<file path="config.mk">
export PLATFORM = sky130hd
export DESIGN_NAME = scs_sequencer
export DESIGN_NICKNAME = d
export VERILOG_FILES = /design/src/common/scs_pkg.sv /design/src/core/scs_sequencer.sv
export VERILOG_INCLUDE_DIRS = /design/src /design/src/common
export SDC_FILE = /design/constraint.sdc
export NUM_CORES = 1
export LEC_CHECK = 0
export ABC_AREA = 0
export CAP_MARGIN = 15
export CORE_AREA = 2 2 119 75
export CTS_BUF_LIST = sky130_fd_sc_hd__clkbuf_4 sky130_fd_sc_hd__clkbuf_8 sky130_fd_sc_hd__clkbuf_16
export CTS_CLUSTER_SIZE = 24
export DETAILED_ROUTE_END_ITERATION = 10
export DIE_AREA = 0 0 121 77
export DONT_BUFFER_PORTS = 1
export GPL_TIMING_DRIVEN = 0
export PLACE_DENSITY = 0.45
export SLEW_MARGIN = 25
export SYNTH_ARGS = -nofsm -noshare
export SYNTH_HDL_FRONTEND = slang
export SYNTH_SLANG_ARGS = --single-unit
</file>
<file path="constraint.sdc">
create_clock -name core_clk -period 2.3 [get_ports core_clk]
set_input_delay 0.23 -clock core_clk [delete_from_list [all_inputs] [get_ports core_clk]]
set_output_delay 0.23 -clock core_clk [all_outputs]
set_load 0.05 [all_outputs]
</file>
<file path="src/common/scs_defines.svh">
// Timing and code constants for the SAR conversion sequencer.
// Assumes a single 50 MHz core clock; included by bare name.
`ifndef SCS_DEFINES_SVH
`define SCS_DEFINES_SVH

`define SCS_DATA_W          18
`define SCS_CLK_PERIOD_NS   20
`define SCS_APERTURE_NS     40
`define SCS_APERTURE_CYC    ((`SCS_APERTURE_NS + `SCS_CLK_PERIOD_NS - 1) / `SCS_CLK_PERIOD_NS)
`define SCS_STEP_NS         100
`define SCS_STEP_CYC        ((`SCS_STEP_NS + `SCS_CLK_PERIOD_NS - 1) / `SCS_CLK_PERIOD_NS)
`define SCS_MSB_TRIAL       18'h20000
`define SCS_CODE_POS_SAT    18'h1FFFF
`define SCS_CODE_NEG_SAT    18'h20000
`define SCS_CODE_RST        18'h00000

`endif

</file>
<file path="src/common/scs_pkg.sv">
// Types for the SAR conversion sequencer.
// Constants live in scs_defines.svh.
package scs_pkg;

    typedef enum logic [2:0] {
        ST_ACQ,
        ST_OPEN,
        ST_TRIAL,
        ST_DONE
    } scs_state_t;

    // Array switch controls; a one closes the switch
    typedef struct packed {
        logic positive_array_ground_switch;
        logic negative_array_ground_switch;
        logic input_connect;
    } scs_switch_t;

endpackage : scs_pkg

</file>
<file path="src/core/scs_sequencer.sv">
// SAR conversion sequencer: start sync, aperture, 18 trials, result latch.
// Assumes convert_start is an asynchronous pin and comp_keep is a
// settled comparator decision valid at the end of each trial step.
`timescale 1ns/1ps
`include "scs_defines.svh"

module scs_sequencer
    import scs_pkg::*;
#(
    parameter int unsigned DATA_W       = `SCS_DATA_W,
    parameter int unsigned APERTURE_CYC = `SCS_APERTURE_CYC,
    parameter int unsigned STEP_CYC     = `SCS_STEP_CYC
) (
    // Clock and reset
    input  wire logic              core_clk,
    input  wire logic              srst,
    // Host pin
    input  wire logic              convert_start,
    // Comparator
    input  wire logic              comp_keep,
    // Analog array control
    output scs_switch_t            array_switches,
    output logic [DATA_W-1:0]      dac_code,
    output logic                   power_down,
    // Result
    output logic                   busy,
    output logic                   result_valid,
    output logic [DATA_W-1:0]      result_code
);

    scs_state_t          state;
    scs_state_t          next_state;
    logic [2:0]          sync;
    logic                start_lvl;
    logic                next_start_lvl;
    logic                start_acc;
    logic [7:0]          cnt;
    logic [7:0]          next_cnt;
    logic [4:0]          bit_idx;
    logic [4:0]          next_bit_idx;
    logic [DATA_W-1:0]   next_dac_code;
    logic [DATA_W-1:0]   next_result_code;
    logic                next_busy;
    logic                next_result_valid;
    logic                step_end;
    scs_switch_t         next_switches;
    logic                next_power_down;

    // Level changes only once the two later stages agree
    always_comb begin
        next_start_lvl = (sync[1] == sync[2]) ? sync[1] : start_lvl;
    end

    // Starts while converting are ignored; host waits for done
    assign start_acc = (state == ST_ACQ) && next_start_lvl && !start_lvl;
    assign step_end  = (cnt == 8'(STEP_CYC - 1));

    always_comb begin
        next_state        = state;
        next_cnt          = cnt;
        next_bit_idx      = bit_idx;
        next_dac_code     = dac_code;
        next_result_code  = result_code;
        next_busy         = busy;
        next_result_valid = 1'b0;
        unique case (state)
            ST_ACQ: begin
                if (start_acc) begin
                    next_state = ST_OPEN;
                    next_cnt   = 8'h00;
                    next_busy  = 1'b1;
                end
            end
            ST_OPEN: begin
                if (cnt == 8'(APERTURE_CYC - 1)) begin
                    next_state    = ST_TRIAL;
                    next_cnt      = 8'h00;
                    next_bit_idx  = 5'(DATA_W - 1);
                    next_dac_code = `SCS_MSB_TRIAL;
                end else begin
                    next_cnt = cnt + 8'h01;
                end
            end
            ST_TRIAL: begin
                // Steps paced by internal count only, no serial clock
                if (step_end) begin
                    next_cnt = 8'h00;
                    if (!comp_keep) begin
                        next_dac_code[bit_idx] = 1'b0;
                    end
                    if (bit_idx == 5'h00) begin
                        next_state = ST_DONE;
                    end else begin
                        next_bit_idx                  = bit_idx - 5'h01;
                        next_dac_code[bit_idx - 5'h01] = 1'b1;
                    end
                end else begin
                    next_cnt = cnt + 8'h01;
                end
            end
            ST_DONE: begin
                // Offset binary to two's complement; range ends saturate
                next_result_code  = {~dac_code[DATA_W-1], dac_code[DATA_W-2:0]};
                next_result_valid = 1'b1;
                next_busy         = 1'b0;
                next_state        = ST_ACQ;
            end
        endcase
    end

    // Switch pattern follows the next state so outputs stay registered
    always_comb begin
        next_switches   = '{1'b1, 1'b1, 1'b1};
        next_power_down = (next_state == ST_ACQ);
        unique case (next_state)
            ST_ACQ:   next_switches = '{1'b1, 1'b1, 1'b1};
            ST_OPEN:  next_switches = '{1'b0, 1'b0, 1'b1};
            ST_TRIAL: next_switches = '{1'b0, 1'b0, 1'b0};
            ST_DONE:  next_switches = '{1'b0, 1'b0, 1'b0};
        endcase
    end

    always_ff @(posedge core_clk) begin
        if (srst) begin
            state          <= ST_ACQ;
            sync           <= 3'h0;
            start_lvl      <= 1'b0;
            cnt            <= 8'h00;
            bit_idx        <= 5'h00;
            dac_code       <= `SCS_CODE_RST;
            result_code    <= `SCS_CODE_RST;
            busy           <= 1'b0;
            result_valid   <= 1'b0;
            array_switches <= '{1'b1, 1'b1, 1'b1};
            power_down     <= 1'b1;
        end else begin
            state          <= next_state;
            sync           <= {sync[1:0], convert_start};
            start_lvl      <= next_start_lvl;
            cnt            <= next_cnt;
            bit_idx        <= next_bit_idx;
            dac_code       <= next_dac_code;
            result_code    <= next_result_code;
            busy           <= next_busy;
            result_valid   <= next_result_valid;
            array_switches <= next_switches;
            power_down     <= next_power_down;
        end
    end

    property p_open_first;
        @(posedge core_clk) disable iff (srst)
        start_acc |=> !array_switches.positive_array_ground_switch
            && !array_switches.negative_array_ground_switch
            && array_switches.input_connect;
    endproperty
    a_open_first: assert property (p_open_first) else $error("switch order wrong");

    property p_aperture;
        @(posedge core_clk) disable iff (srst)
        start_acc |=> array_switches.input_connect [*2] ##1 !array_switches.input_connect;
    endproperty
    a_aperture: assert property (p_aperture) else $error("hold not at aperture");

    property p_msb_first;
        @(posedge core_clk) disable iff (srst)
        $rose(state == ST_TRIAL) |-> dac_code == `SCS_MSB_TRIAL;
    endproperty
    a_msb_first: assert property (p_msb_first) else $error("first trial not MSB");

    property p_step_count;
        @(posedge core_clk) disable iff (srst)
        $rose(state == ST_TRIAL) |-> ##89 (state == ST_TRIAL) ##1 (state == ST_DONE);
    endproperty
    a_step_count: assert property (p_step_count) else $error("trial count wrong");

    property p_done;
        @(posedge core_clk) disable iff (srst)
        state == ST_DONE |=> state == ST_ACQ && result_valid && !busy && power_down;
    endproperty
    a_done: assert property (p_done) else $error("completion not signalled");

    property p_step_pace;
        @(posedge core_clk) disable iff (srst)
        (state == ST_TRIAL) && step_end && (bit_idx != 5'h00)
            |=> bit_idx == $past(bit_idx) - 5'h01 && cnt == 8'h00;
    endproperty
    a_step_pace: assert property (p_step_pace) else $error("step pacing wrong");

    property p_twos;
        @(posedge core_clk) disable iff (srst)
        result_valid |-> result_code == {~dac_code[DATA_W-1], dac_code[DATA_W-2:0]};
    endproperty
    a_twos: assert property (p_twos) else $error("result not own sample");

    property p_sat;
        @(posedge core_clk) disable iff (srst)
        result_valid && (dac_code == '1) |-> result_code == `SCS_CODE_POS_SAT;
    endproperty
    a_sat: assert property (p_sat) else $error("positive end not saturated");

    property p_sat_neg;
        @(posedge core_clk) disable iff (srst)
        result_valid && (dac_code == '0) |-> result_code == `SCS_CODE_NEG_SAT;
    endproperty
    a_sat_neg: assert property (p_sat_neg) else $error("negative end not saturated");

    // Powered down only while idle, never in the middle of a conversion
    property p_power;
        @(posedge core_clk) disable iff (srst)
        power_down == !busy;
    endproperty
    a_power: assert property (p_power) else $error("power state disagrees with busy");

    property p_stable;
        @(posedge core_clk) disable iff (srst)
        !result_valid |-> ##1 (result_valid || $stable(result_code));
    endproperty
    a_stable: assert property (p_stable) else $error("result changed early");

    property p_busy_window;
        @(posedge core_clk) disable iff (srst)
        start_acc |=> busy ##[1:100] !busy;
    endproperty
    a_busy_window: assert property (p_busy_window) else $error("conversion too long");

endmodule : scs_sequencer

</file>
* Yosys cells after proc, flatten, opt, wreduce, memory -nomap -nowiden
Cells that the tools add are included.
Storage, ports and cells: register bits after elaboration 62, logic and storage cells 81
Cells by class: magnitude comparators 4, add/sub/neg operators 2, equal/unequal tests 13, reduce and logical (&&, ||, !) cells 16, mux-type cells 29, bitwise gates (word level) 4
Operators with widths (count):
- 18-bit 2-to-1 mux | 6
- 18-bit case mux with 2 select lines | 1
- 8-bit 2-to-1 mux | 3
- 8-bit case mux with 3 select lines | 1
- 18-bit AND | 1
- 18-bit NOT | 1
- 18-bit bitwise OR | 1
- 5-bit 2-to-1 mux | 3
- 3-bit by 2-bit equality test with 1-bit output (second input constant) | 4
- 5-bit by 6-bit less-than comparator with 1-bit output (second input constant) | 2
- 3-bit 2-to-1 mux | 4
- 3-bit case mux with 4 select lines | 1
- 1-bit demux with 5-bit select | 2
- 5-bit by 1-bit >= comparator with 1-bit output (second input constant) | 2
- 5-bit case mux with 2 select lines | 1
- 3-bit case mux with 3 select lines | 1
- 8-bit by 1-bit adder with 8-bit output (second input constant) | 1
- 8-bit by 1-bit equality test with 1-bit output (second input constant) | 1
- 8-bit by 3-bit equality test with 1-bit output (second input constant) | 1
- 2-bit inequality test (second input constant) | 4
- 3-bit by 1-bit equality test with 1-bit output (second input constant) | 2
- 3-bit logical NOT | 2
- 5-bit logical NOT | 1
- 1-bit 2-to-1 mux | 5
- 12 further kinds | 17

* Depth between registers and ports, before layout
Gate-level depths: netlist of the first run.
depth in word-level cells 13, gate-level depth with buffers 8, depth with buffers taken out 7

* Least setup slack after synthesis of the first run
OpenSTA, ideal clock, no wires.
path type register to register, start register bit_idx[0], end register bit_idx[4], required time 2.170 ns, slack 0.340 ns, cell stages (with the launch flop) 8, data arrival time 1.829 ns, path buffers 0, path through dfxtp_1 > inv_1 > ha_1 > nor4b_1 > nor4_1 > o21ai_2 > nor2b_1 > nor3_1
On the way: longest elaborated chain between the ends 4, elaborated cells between the ends (all ways) 7, classes of those cells add/sub (1); eq/ne (1); mux (3); reduce/logical (2)
RTL lines:
- start, declared | line scs_sequencer.sv:39 | logic [4:0] bit_idx;
- start signal, assigned | line scs_sequencer.sv:141 | bit_idx <= next_bit_idx;
- 5-bit by 1-bit subtractor with 5-bit output | line scs_sequencer.sv:94 | next_bit_idx = bit_idx - 5'h01;
- 5-bit 2-to-1 mux | line scs_sequencer.sv:91 | if (bit_idx == 5'h00) begin
- 5-bit 2-to-1 mux | line scs_sequencer.sv:86 | if (step_end) begin
- 5-bit case mux with 2 select lines | line scs_sequencer.sv:66 | unique case (state)
Several ways; a longest one is shown, not always the timed one. The select of a mux whose other input is x is not followed. A chain may end at the register's enable or synchronous reset.

* Worst setup path after layout of the first run
start register state[2], end register cnt[6]
On the way: longest elaborated chain between the ends 5, elaborated cells between the ends (all ways) 9, classes of those cells eq/ne (3); mux (1); reduce/logical (5)
RTL lines:
- start, declared | line scs_sequencer.sv:31 | scs_state_t state;
- start signal, assigned | line scs_sequencer.sv:137 | state <= next_state;
- 3-bit logical NOT | line scs_sequencer.sv:55, scs_sequencer.sv:66
- 1-bit logical AND (2 in series) | line scs_sequencer.sv:55 | assign start_acc = (state == ST_ACQ) && next_start_lvl && !start_lvl;
- 2-bit inequality test (no line)
- 2-bit AND reduction (no line)
- end signal, assigned | line scs_sequencer.sv:140 | cnt <= next_cnt;
- end, declared | line scs_sequencer.sv:37 | logic [7:0] cnt;
Several ways; a longest one is shown, not always the timed one.

==> metrics.md, run 1 <==
| Metric | Value |
|---|---|
| Status | `finished, final reports clean` |
| Layout cells sized above 1 | `roughly an eighth` |
| Number of flops mapped to enable cells by yosys | `0` |
| Vias | `2321` |
| Hold path depth | `1` |
| Largest net degree at the start of global routing | `11` |
| Number of synthesis warnings | `0` |
| H-tree depth | `3` |
| Fill count | `between 800 and 900` |
| Synthesized area | `0.002784 mm²` |
| Max Freq | `474.8 MHz` |
| R2R Setup Slk | `0.19 ns` |
| Syn_nets | `319` |
| Starting density of the core | `33.82%` |
| Vert. Die Dim | `77 µm` |
| Std-Cell Core Area | `0.008230 mm²` |
| Startpoint types | `flop` |
| Vias/cell | `5.323` |
| CP required | `between 2 and 3 ns` |
| Boundary Pins | `46` |
| Post-synth cell types | `54` |
| Yosys reg bits | `61` |
| Fin util | `between 30% and 40%` |
| GP Congestion | `0.8776` |
| Row count | `26` |
| Worst r2r path cells | `6` |
| Clk_lat worst skew | `~0.33 ns` |
| CP max stage delay | `0.66 ns` |
| PD cells | `732.3 mW/mm²` |
| CTS tree | `built` |
| Max-slew violation count | `0` |
| Hold EP | `sync[0]$_SDFF_PP0_` |
| CP max-delay cell | `o31ai_1` |
| Hold slack final | `approximately 0.033 ns` |
| Sequential area share after synthesis | `43.87%` |
| Number of global-route vias before repair | `2250` |
| Final-report hold violation count | `0` |
| Avg Cell Area, Syn | `about 9 µm²` |
| Dominant synthesized flop cell | `dfxtp_1` |
| Die Width | `~120 µm` |
| Setup Skew | `about 0.0058 ns` |
| Max-Cap Viols | `0` |
| Kind of critical path | `flop to flop` |
| Endpoints failing setup | `0` |
| GR Util All Layers | `17.35%` |
| Minimum clock period | `2.106 ns` |
| Worst-margin pin slew | `0.8007 ns` |
| Maximum clock path buffer count | `2` |
| Worst setup EP type | `flop` |
| HPWL Detailed | `5384 µm` |
| Drt pass-1 iters | `4` |
| Post-synthesis async set-or-reset flop share | `0%` |
| TritonCTS sink count | `61` |
| Grt ovf | `0` |
| Power consumption | `2.361 mW` |
| Max_slew headroom | `between 40% and 50%` |
| Die area | `slightly above 0.009 mm²` |
| CP max FO | `9` |
| Reg2reg start | `state[2]$_SDFF_PP0_` |
| Fin nets | `330` |
| Hold Path Class | `primary input to flop` |
| Cells after synthesis | `308` |
| Final Cycle Share | `91.57%` |
| Diodes inserted | `0` |
| First-pass GRT wire length | `12390 µm` |
| CTS Root Cell | `clkbuf_16` |
| Post-route antenna net violation count | `0` |
| # DRC | `0` |
| Avg WL per Cell | `16.93 µm` |
| Finished Layout Cells | `436` |
| Max IR drop VDD | `321.9 µV` |
| Arrival time worst endpoint | `between 2 and 2.5 ns` |
| Initial DRC Count | `150` |
| Clock slew seen by the registers of the worst setup and hold paths | `0.05 ns` |
| HP Start | `convert_start` |
| Buffers added on ports | `0` |
| Leakage power | `1.175 nW` |
| RSZ-0062 raised after global routing | `no` |
| Cell Chain, Critical Path | `buf_6 -> and4bb_2 -> o31ai_1 -> nor2b_1 -> a21o_1 -> a22o_1` |
| Antenna violations before repair | `0` |
| Crit path from | `state[2]$_SDFF_PP0_` |
| Worst R2R End | `cnt[6]$_SDFFE_PP0P_` |
| CTS buffer count | `9` |
| Placed Cells | `420` |
| WL final | `7382 µm` |
| Area grow syn2layout | `15.82%` |
==> report_power, final <==
group	switching [mW]	leakage (nW)	internal [mW]
Combinational	0.0301	0.542	0.00934
Sequential	0.00278	0.492	1.06
Clock	0.466	0.142	0.793
Total	0.498	1.18	1.86
==> cell usage after synthesis, types with 2 or more instances <==
cell type  number  share of area [%]
a21o_1          3               0.81
a21oi_1        42                7.6
a22o_1         19                6.0
a31oi_1         6                1.3
and2_1          4               0.90
and3_1          2               0.45
buf_1           2               0.27
buf_4           2               0.54
buf_6           4                1.6
clkbuf_1       13                1.8
dfxtp_1        61                 44
ha_1            7                3.1
inv_1           7               0.94
mux2i_1         3                1.1
nand2_1        18                2.4
nand2b_1        2               0.45
nand3_1        13                2.3
nand3b_1        2               0.54
nand4b_1        3               0.94
nor2_1         16                2.2
nor2b_1        11                2.5
nor3_1          4               0.72
nor3b_1         2               0.54
nor4_1          2               0.45
o21ai_0        20                3.6
o21ai_2         2               0.63
o22ai_1         2               0.45
o31ai_1         3               0.81
o41ai_1         2               0.63
or2_1           2               0.45
or2_2           2               0.45
or3_1           2               0.45
xnor2_1         2               0.63
xor2_1          3               0.94
==> layout by cell type, fill, tap and decap left out, types with 2 or more instances in the layout <==
cell type,count
o21ai_2,2
o41ai_1,2
o22ai_1,2
nor4_1,2
a31oi_1,6
o21ai_0,20
nand3_1,13
xor2_1,3
ha_1,7
a21o_1,3
clkinv_2,3
nand4b_1,3
clkbuf_2,3
clkbuf_1,11
nand3b_1,2
o31ai_1,3
nand2b_1,2
mux2i_1,3
or3_1,2
and2_1,4
nor2b_1,11
buf_6,4
clkbuf_16,9
a22o_1,19
or2_1,2
dfxtp_1,61
xnor2_1,2
nor3_1,4
or2_2,2
a21oi_1,42
nor2_1,16
inv_1,7
clkbuf_8,2
buf_4,2
and3_1,2
nand2_1,17
==> layout make-up <==
| class | instances | area, µm² | area share (%) |
|---|---|---|---|
| Multi-Input combinational cell | 218 | 1429 | 44.32 |
| Sequential cell | 61 | 1221 | 37.87 |
| Clock buffer | 12 | 260.3 | 8.071 |
| Tap cell | 112 | 140.1 | 4.346 |
| Buffer | 22 | 125.1 | 3.880 |
| Inverter | 7 | 26.28 | 0.8149 |
| Clock inverter | 4 | 22.52 | 0.6985 |
==> kinds of logic after synthesis <==
| family | count (synthesis) | synth area share [%] |
|---|---|---|
| AO/OA/AOI/OAI | 108 | 25.03 |
| XOR/XNOR | 5 | 1.573 |
| adder cells (fa/ha/maj) | 7 | 3.146 |
| buffers and inverters | 29 | 5.303 |
| flip-flops | 61 | 43.87 |
| multiplexers | 3 | 1.079 |
| AND/OR/NAND/NOR | 95 | 20.00 |
==> flip-flops by register name, indices dropped and copies added (netlist names) <==
register        cells
array_switches      2
bit_idx             5
busy                1
cnt                 8
dac_code           18
power_down          1
result_code        18
result_valid        1
start_lvl           1
state               3
sync                3
==> timing repair <==
| item | 4_1_cts | 5_1_grt |
|---|---|---|
| endpoints found under the hold margin | 0 | 0 |
| resized for setup | 0 | 7 |
| setup endpoints to repair | 0 | 11 |
| hold buffers | 0 | 0 |
| setup buffers | 0 | 0 |
==> how the worst max path moves through the flow <==
stage / endpoint / depth (start not counted)
2_1_floorplan: bit_idx[4]$_SDFFE_PP0P_ / 7
3_3_place_gp: bit_idx[4]$_SDFFE_PP0P_ / 7
3_5_place_dp: dac_code[5]$_SDFFE_PP0P_ / 8
4_1_cts: dac_code[11]$_SDFFE_PP0P_ / 8
5_1_grt: result_code[1]$_SDFFE_PP0P_ / 6
6_report: cnt[6]$_SDFFE_PP0P_ / 6
==> through the flow <==
step	area, µm²	setup TNS, ns	worst slack [ns]
global route	3224	0	0.008321
detailed placement	2930	0	0.1325
floorplan	2784	0	0.3402
CTS	3213	0	0.08875
global placement	2924	-0.4010	-0.1414
finish	3224	0	0.1938
==> metal layers <==
| layer | global-route usage, % | wire [µm] | vias to the layer above |
|---|---|---|---|
| li1 | - | - | 1154 |
| met1 | 26.71 | 4151 | 1100 |
| met2 | 21.24 | 2596 | 61 |
| met3 | 7.813 | 579 | 6 |
| met4 | 3.837 | 54 | 0 |
| met5 | 0 | 0 | - |
==> worst max-delay path: cells and delay by family (launching register included) <==
family,cells,cell delay (ns)
AO/OA/AOI/OAI,3,0.90
buffers and inverters,1,0.13
flip-flops,1,0.32
AND/OR/NAND/NOR,2,0.70
Note: power is estimated with default switching activity, not from simulation.
==> inputs of run 2 (changes only) <==
Settings changed: PLACE_DENSITY 0.45 to unset.
==> run 2 against run 1 <==
Net effect:
- setup slack got worse by 0.014 ns
- global-route usage decreased by 0.73 points
- combinational power grew 1%
- clock power up 9.5%
- critical path type unchanged
- largest power group unchanged
==> metrics.md, run 2 (synthesized netlist as in run 1, its figures left out) <==
| Metric | Value |
|---|---|
| Status | `finished, final reports clean` |
| Final Cycle Share | `92.20%` |
| HPWL Detailed | `between 5000 and 6000 µm` |
| Die Width | `121 µm` |
| R2R Setup Slk | `roughly 0.18 ns` |
| Starting density of the core | `about 34%` |
| Max-slew violation count | `0` |
| Arrival time worst endpoint | `2.38 ns` |
| Number of global-route vias before repair | `2182` |
| Grt ovf | `0` |
| CP max stage delay | `0.67 ns` |
| GR Util All Layers | `16.61%` |
| Largest net degree at the start of global routing | `13` |
| Finished Layout Cells | `approximately 440` |
| Buffers added on ports | `0` |
| Vias | `approximately 2400` |
| CTS hold repair buffers | `0` |
| CTS buffer count | `9` |
| WL final | `7365 µm` |
| Startpoint types | `flop` |
| Max_slew headroom | `45.51%` |
| CTS tree | `built` |
| Initial DRC Count | `176` |
| Drt pass-1 iters | `4` |
| HP Start | `convert_start` |
| Fin util | `between 30% and 40%` |
| Clock slew seen by the registers of the worst setup and hold paths | `0.05 ns` |
| Setup Skew | `0.008830 ns` |
| GP Congestion | `~0.94` |
| Hold path depth | `1` |
| H-tree depth | `3` |
| Hold Path Class | `primary input to flop` |
| Boundary Pins | `46` |
| Post-route antenna net violation count | `0` |
| Antenna violations before repair | `0` |
| CP max FO | `9` |
| CTS Root Cell | `clkbuf_16` |
| Endpoints failing setup | `0` |
| Area grow syn2layout | `16.72%` |
| # DRC | `0` |
| Hold slack final | `0.02564 ns` |
| Diodes inserted | `0` |
| Vert. Die Dim | `slightly below 80 µm` |
| Clk_lat worst skew | `0.34 ns` |
| Std-Cell Core Area | `between 0.008 and 0.009 mm²` |
| Worst r2r path cells | `6` |
| Max-Cap Viols | `0` |
| Fin nets | `330` |
| Reg2reg start | `state[2]$_SDFF_PP0_` |
| Worst-margin pin slew | `0.8104 ns` |
| Cell Chain, Critical Path | `buf_6 -> and4bb_2 -> o31ai_1 -> nor2b_1 -> a21oi_1 -> mux2i_1` |
| Minimum clock period | `2.121 ns` |
| Placed Cells | `420` |
| Setup repair bufs after CTS | `0` |
| Worst setup EP type | `flop` |
| First-pass GRT wire length | `11870 µm` |
| PD cells | `~760 mW/mm²` |
| Most frequent cells in the layout | `dfxtp_1, a21oi_1, o21ai_0` |
| Vias/cell | `between 5 and 6` |
| Die area | `0.009317 mm²` |
| Leakage power | `around 1.2 nW` |
| Post-CTS sizing | `1` |
| CP max-delay cell | `o31ai_1` |
| Layout cells sized above 1 | `about an eighth` |
| Max Freq | `around 470 MHz` |
| Largest registers | `dac_code (18), result_code (18), cnt (8)` |
| Avg WL per Cell | `16.89 µm` |
| Worst R2R End | `cnt[4]$_SDFFE_PP0P_` |
| Max IR drop VDD | `329.1 µV` |
| Maximum clock path buffer count | `2` |
| Design area | `0.003249 mm²` |
| Final-report hold violation count | `0` |
| CP required | `2.56 ns` |
| Kind of critical path | `flop to flop` |
| Row count | `26` |
| Post-DP Area | `about 0.0029 mm²` |
| Hold EP | `sync[0]$_SDFF_PP0_` |
| Commonest non-fill, non-tap cell in the layout | `dfxtp_1` |
| TritonCTS sink count | `61` |
run 2: cell count changes in the layout (fill, tap and decap cells not counted):
cell	before	now
clkbuf_2	3	1
clkinv_2	3	1
inv_6	0	2
buf_1	1	2
bufinv_16	0	1
clkbuf_1	11	12
clkbuf_4	1	0
clkbuf_8	2	1
clkinv_4	0	1
nor2_1	16	15
nor2_2	0	1
run 2: worst max path at each step:
stage | from | end | slack [ns] | cells past startpoint
floorplan | bit_idx[0]$_SDFFE_PP0P_ | bit_idx[4]$_SDFFE_PP0P_ | 0.34 | 7
global placement | bit_idx[0]$_SDFFE_PP0P_ | bit_idx[4]$_SDFFE_PP0P_ | -0.09 | 7
detailed placement | bit_idx[0]$_SDFFE_PP0P_ | bit_idx[4]$_SDFFE_PP0P_ | -0.21 | 7
CTS | cnt[1]$_SDFFE_PP0P_ | dac_code[7]$_SDFFE_PP0P_ | 0.1 | 8
global route | cnt[1]$_SDFFE_PP0P_ | dac_code[2]$_SDFFE_PP0P_ | -0.02 | 8
finish | state[2]$_SDFF_PP0_ | cnt[4]$_SDFFE_PP0P_ | 0.18 | 6
run 2: layer usage:
metal / global-route usage (%) / vias up / wire (µm)
met3: 6.548 / 11 / 679
met2: 21.18 / 85 / 2774
met1: 24.16 / 1145 / 3797
li1: - / 1155 / -
met5: 0 / - / 0
met4: 6.977 / 0 / 114
run 2: report_power, final:
part           internal (mW)  total [mW]  switching (mW)
clock                  0.874        1.38           0.503
sequential              1.06        1.06         0.00280
combinational        0.00934      0.0398          0.0304
total                   1.94        2.48           0.536
run 2: area by class of cell:
type / instances / area, µm²
fillers: 804 / 4981
inverters: 7 / 26.28
plain buffers: 22 / 122.6
well taps: 112 / 140.1
multi-input cells: 218 / 1431
flip-flops and latches: 61 / 1221
clock inverters: 6 / 68.82
clock buffers: 10 / 239.0
run 2: worst max-delay path, delay by kind of cell, from the launching register on:
family                 cells  cell delay, ns
AOI/OAI and AO/OA          2            0.75
buffers and inverters      1            0.12
DFF                        1            0.32
muxes                      1            0.16
and+or+nand+nor            2            0.70
run 2: stage by stage:
stage | setup WS (ns) | power (mW) | TNS, ns
6_report | 0.1794 | 2.480 | 0
5_1_grt | -0.01660 | 2.556 | -0.01660
4_1_cts | 0.09607 | 2.502 | 0
3_5_place_dp | -0.2067 | 1.125 | -0.7538
3_3_place_gp | -0.09257 | 1.125 | -0.1527
2_1_floorplan | 0.3402 | 1.112 | 0
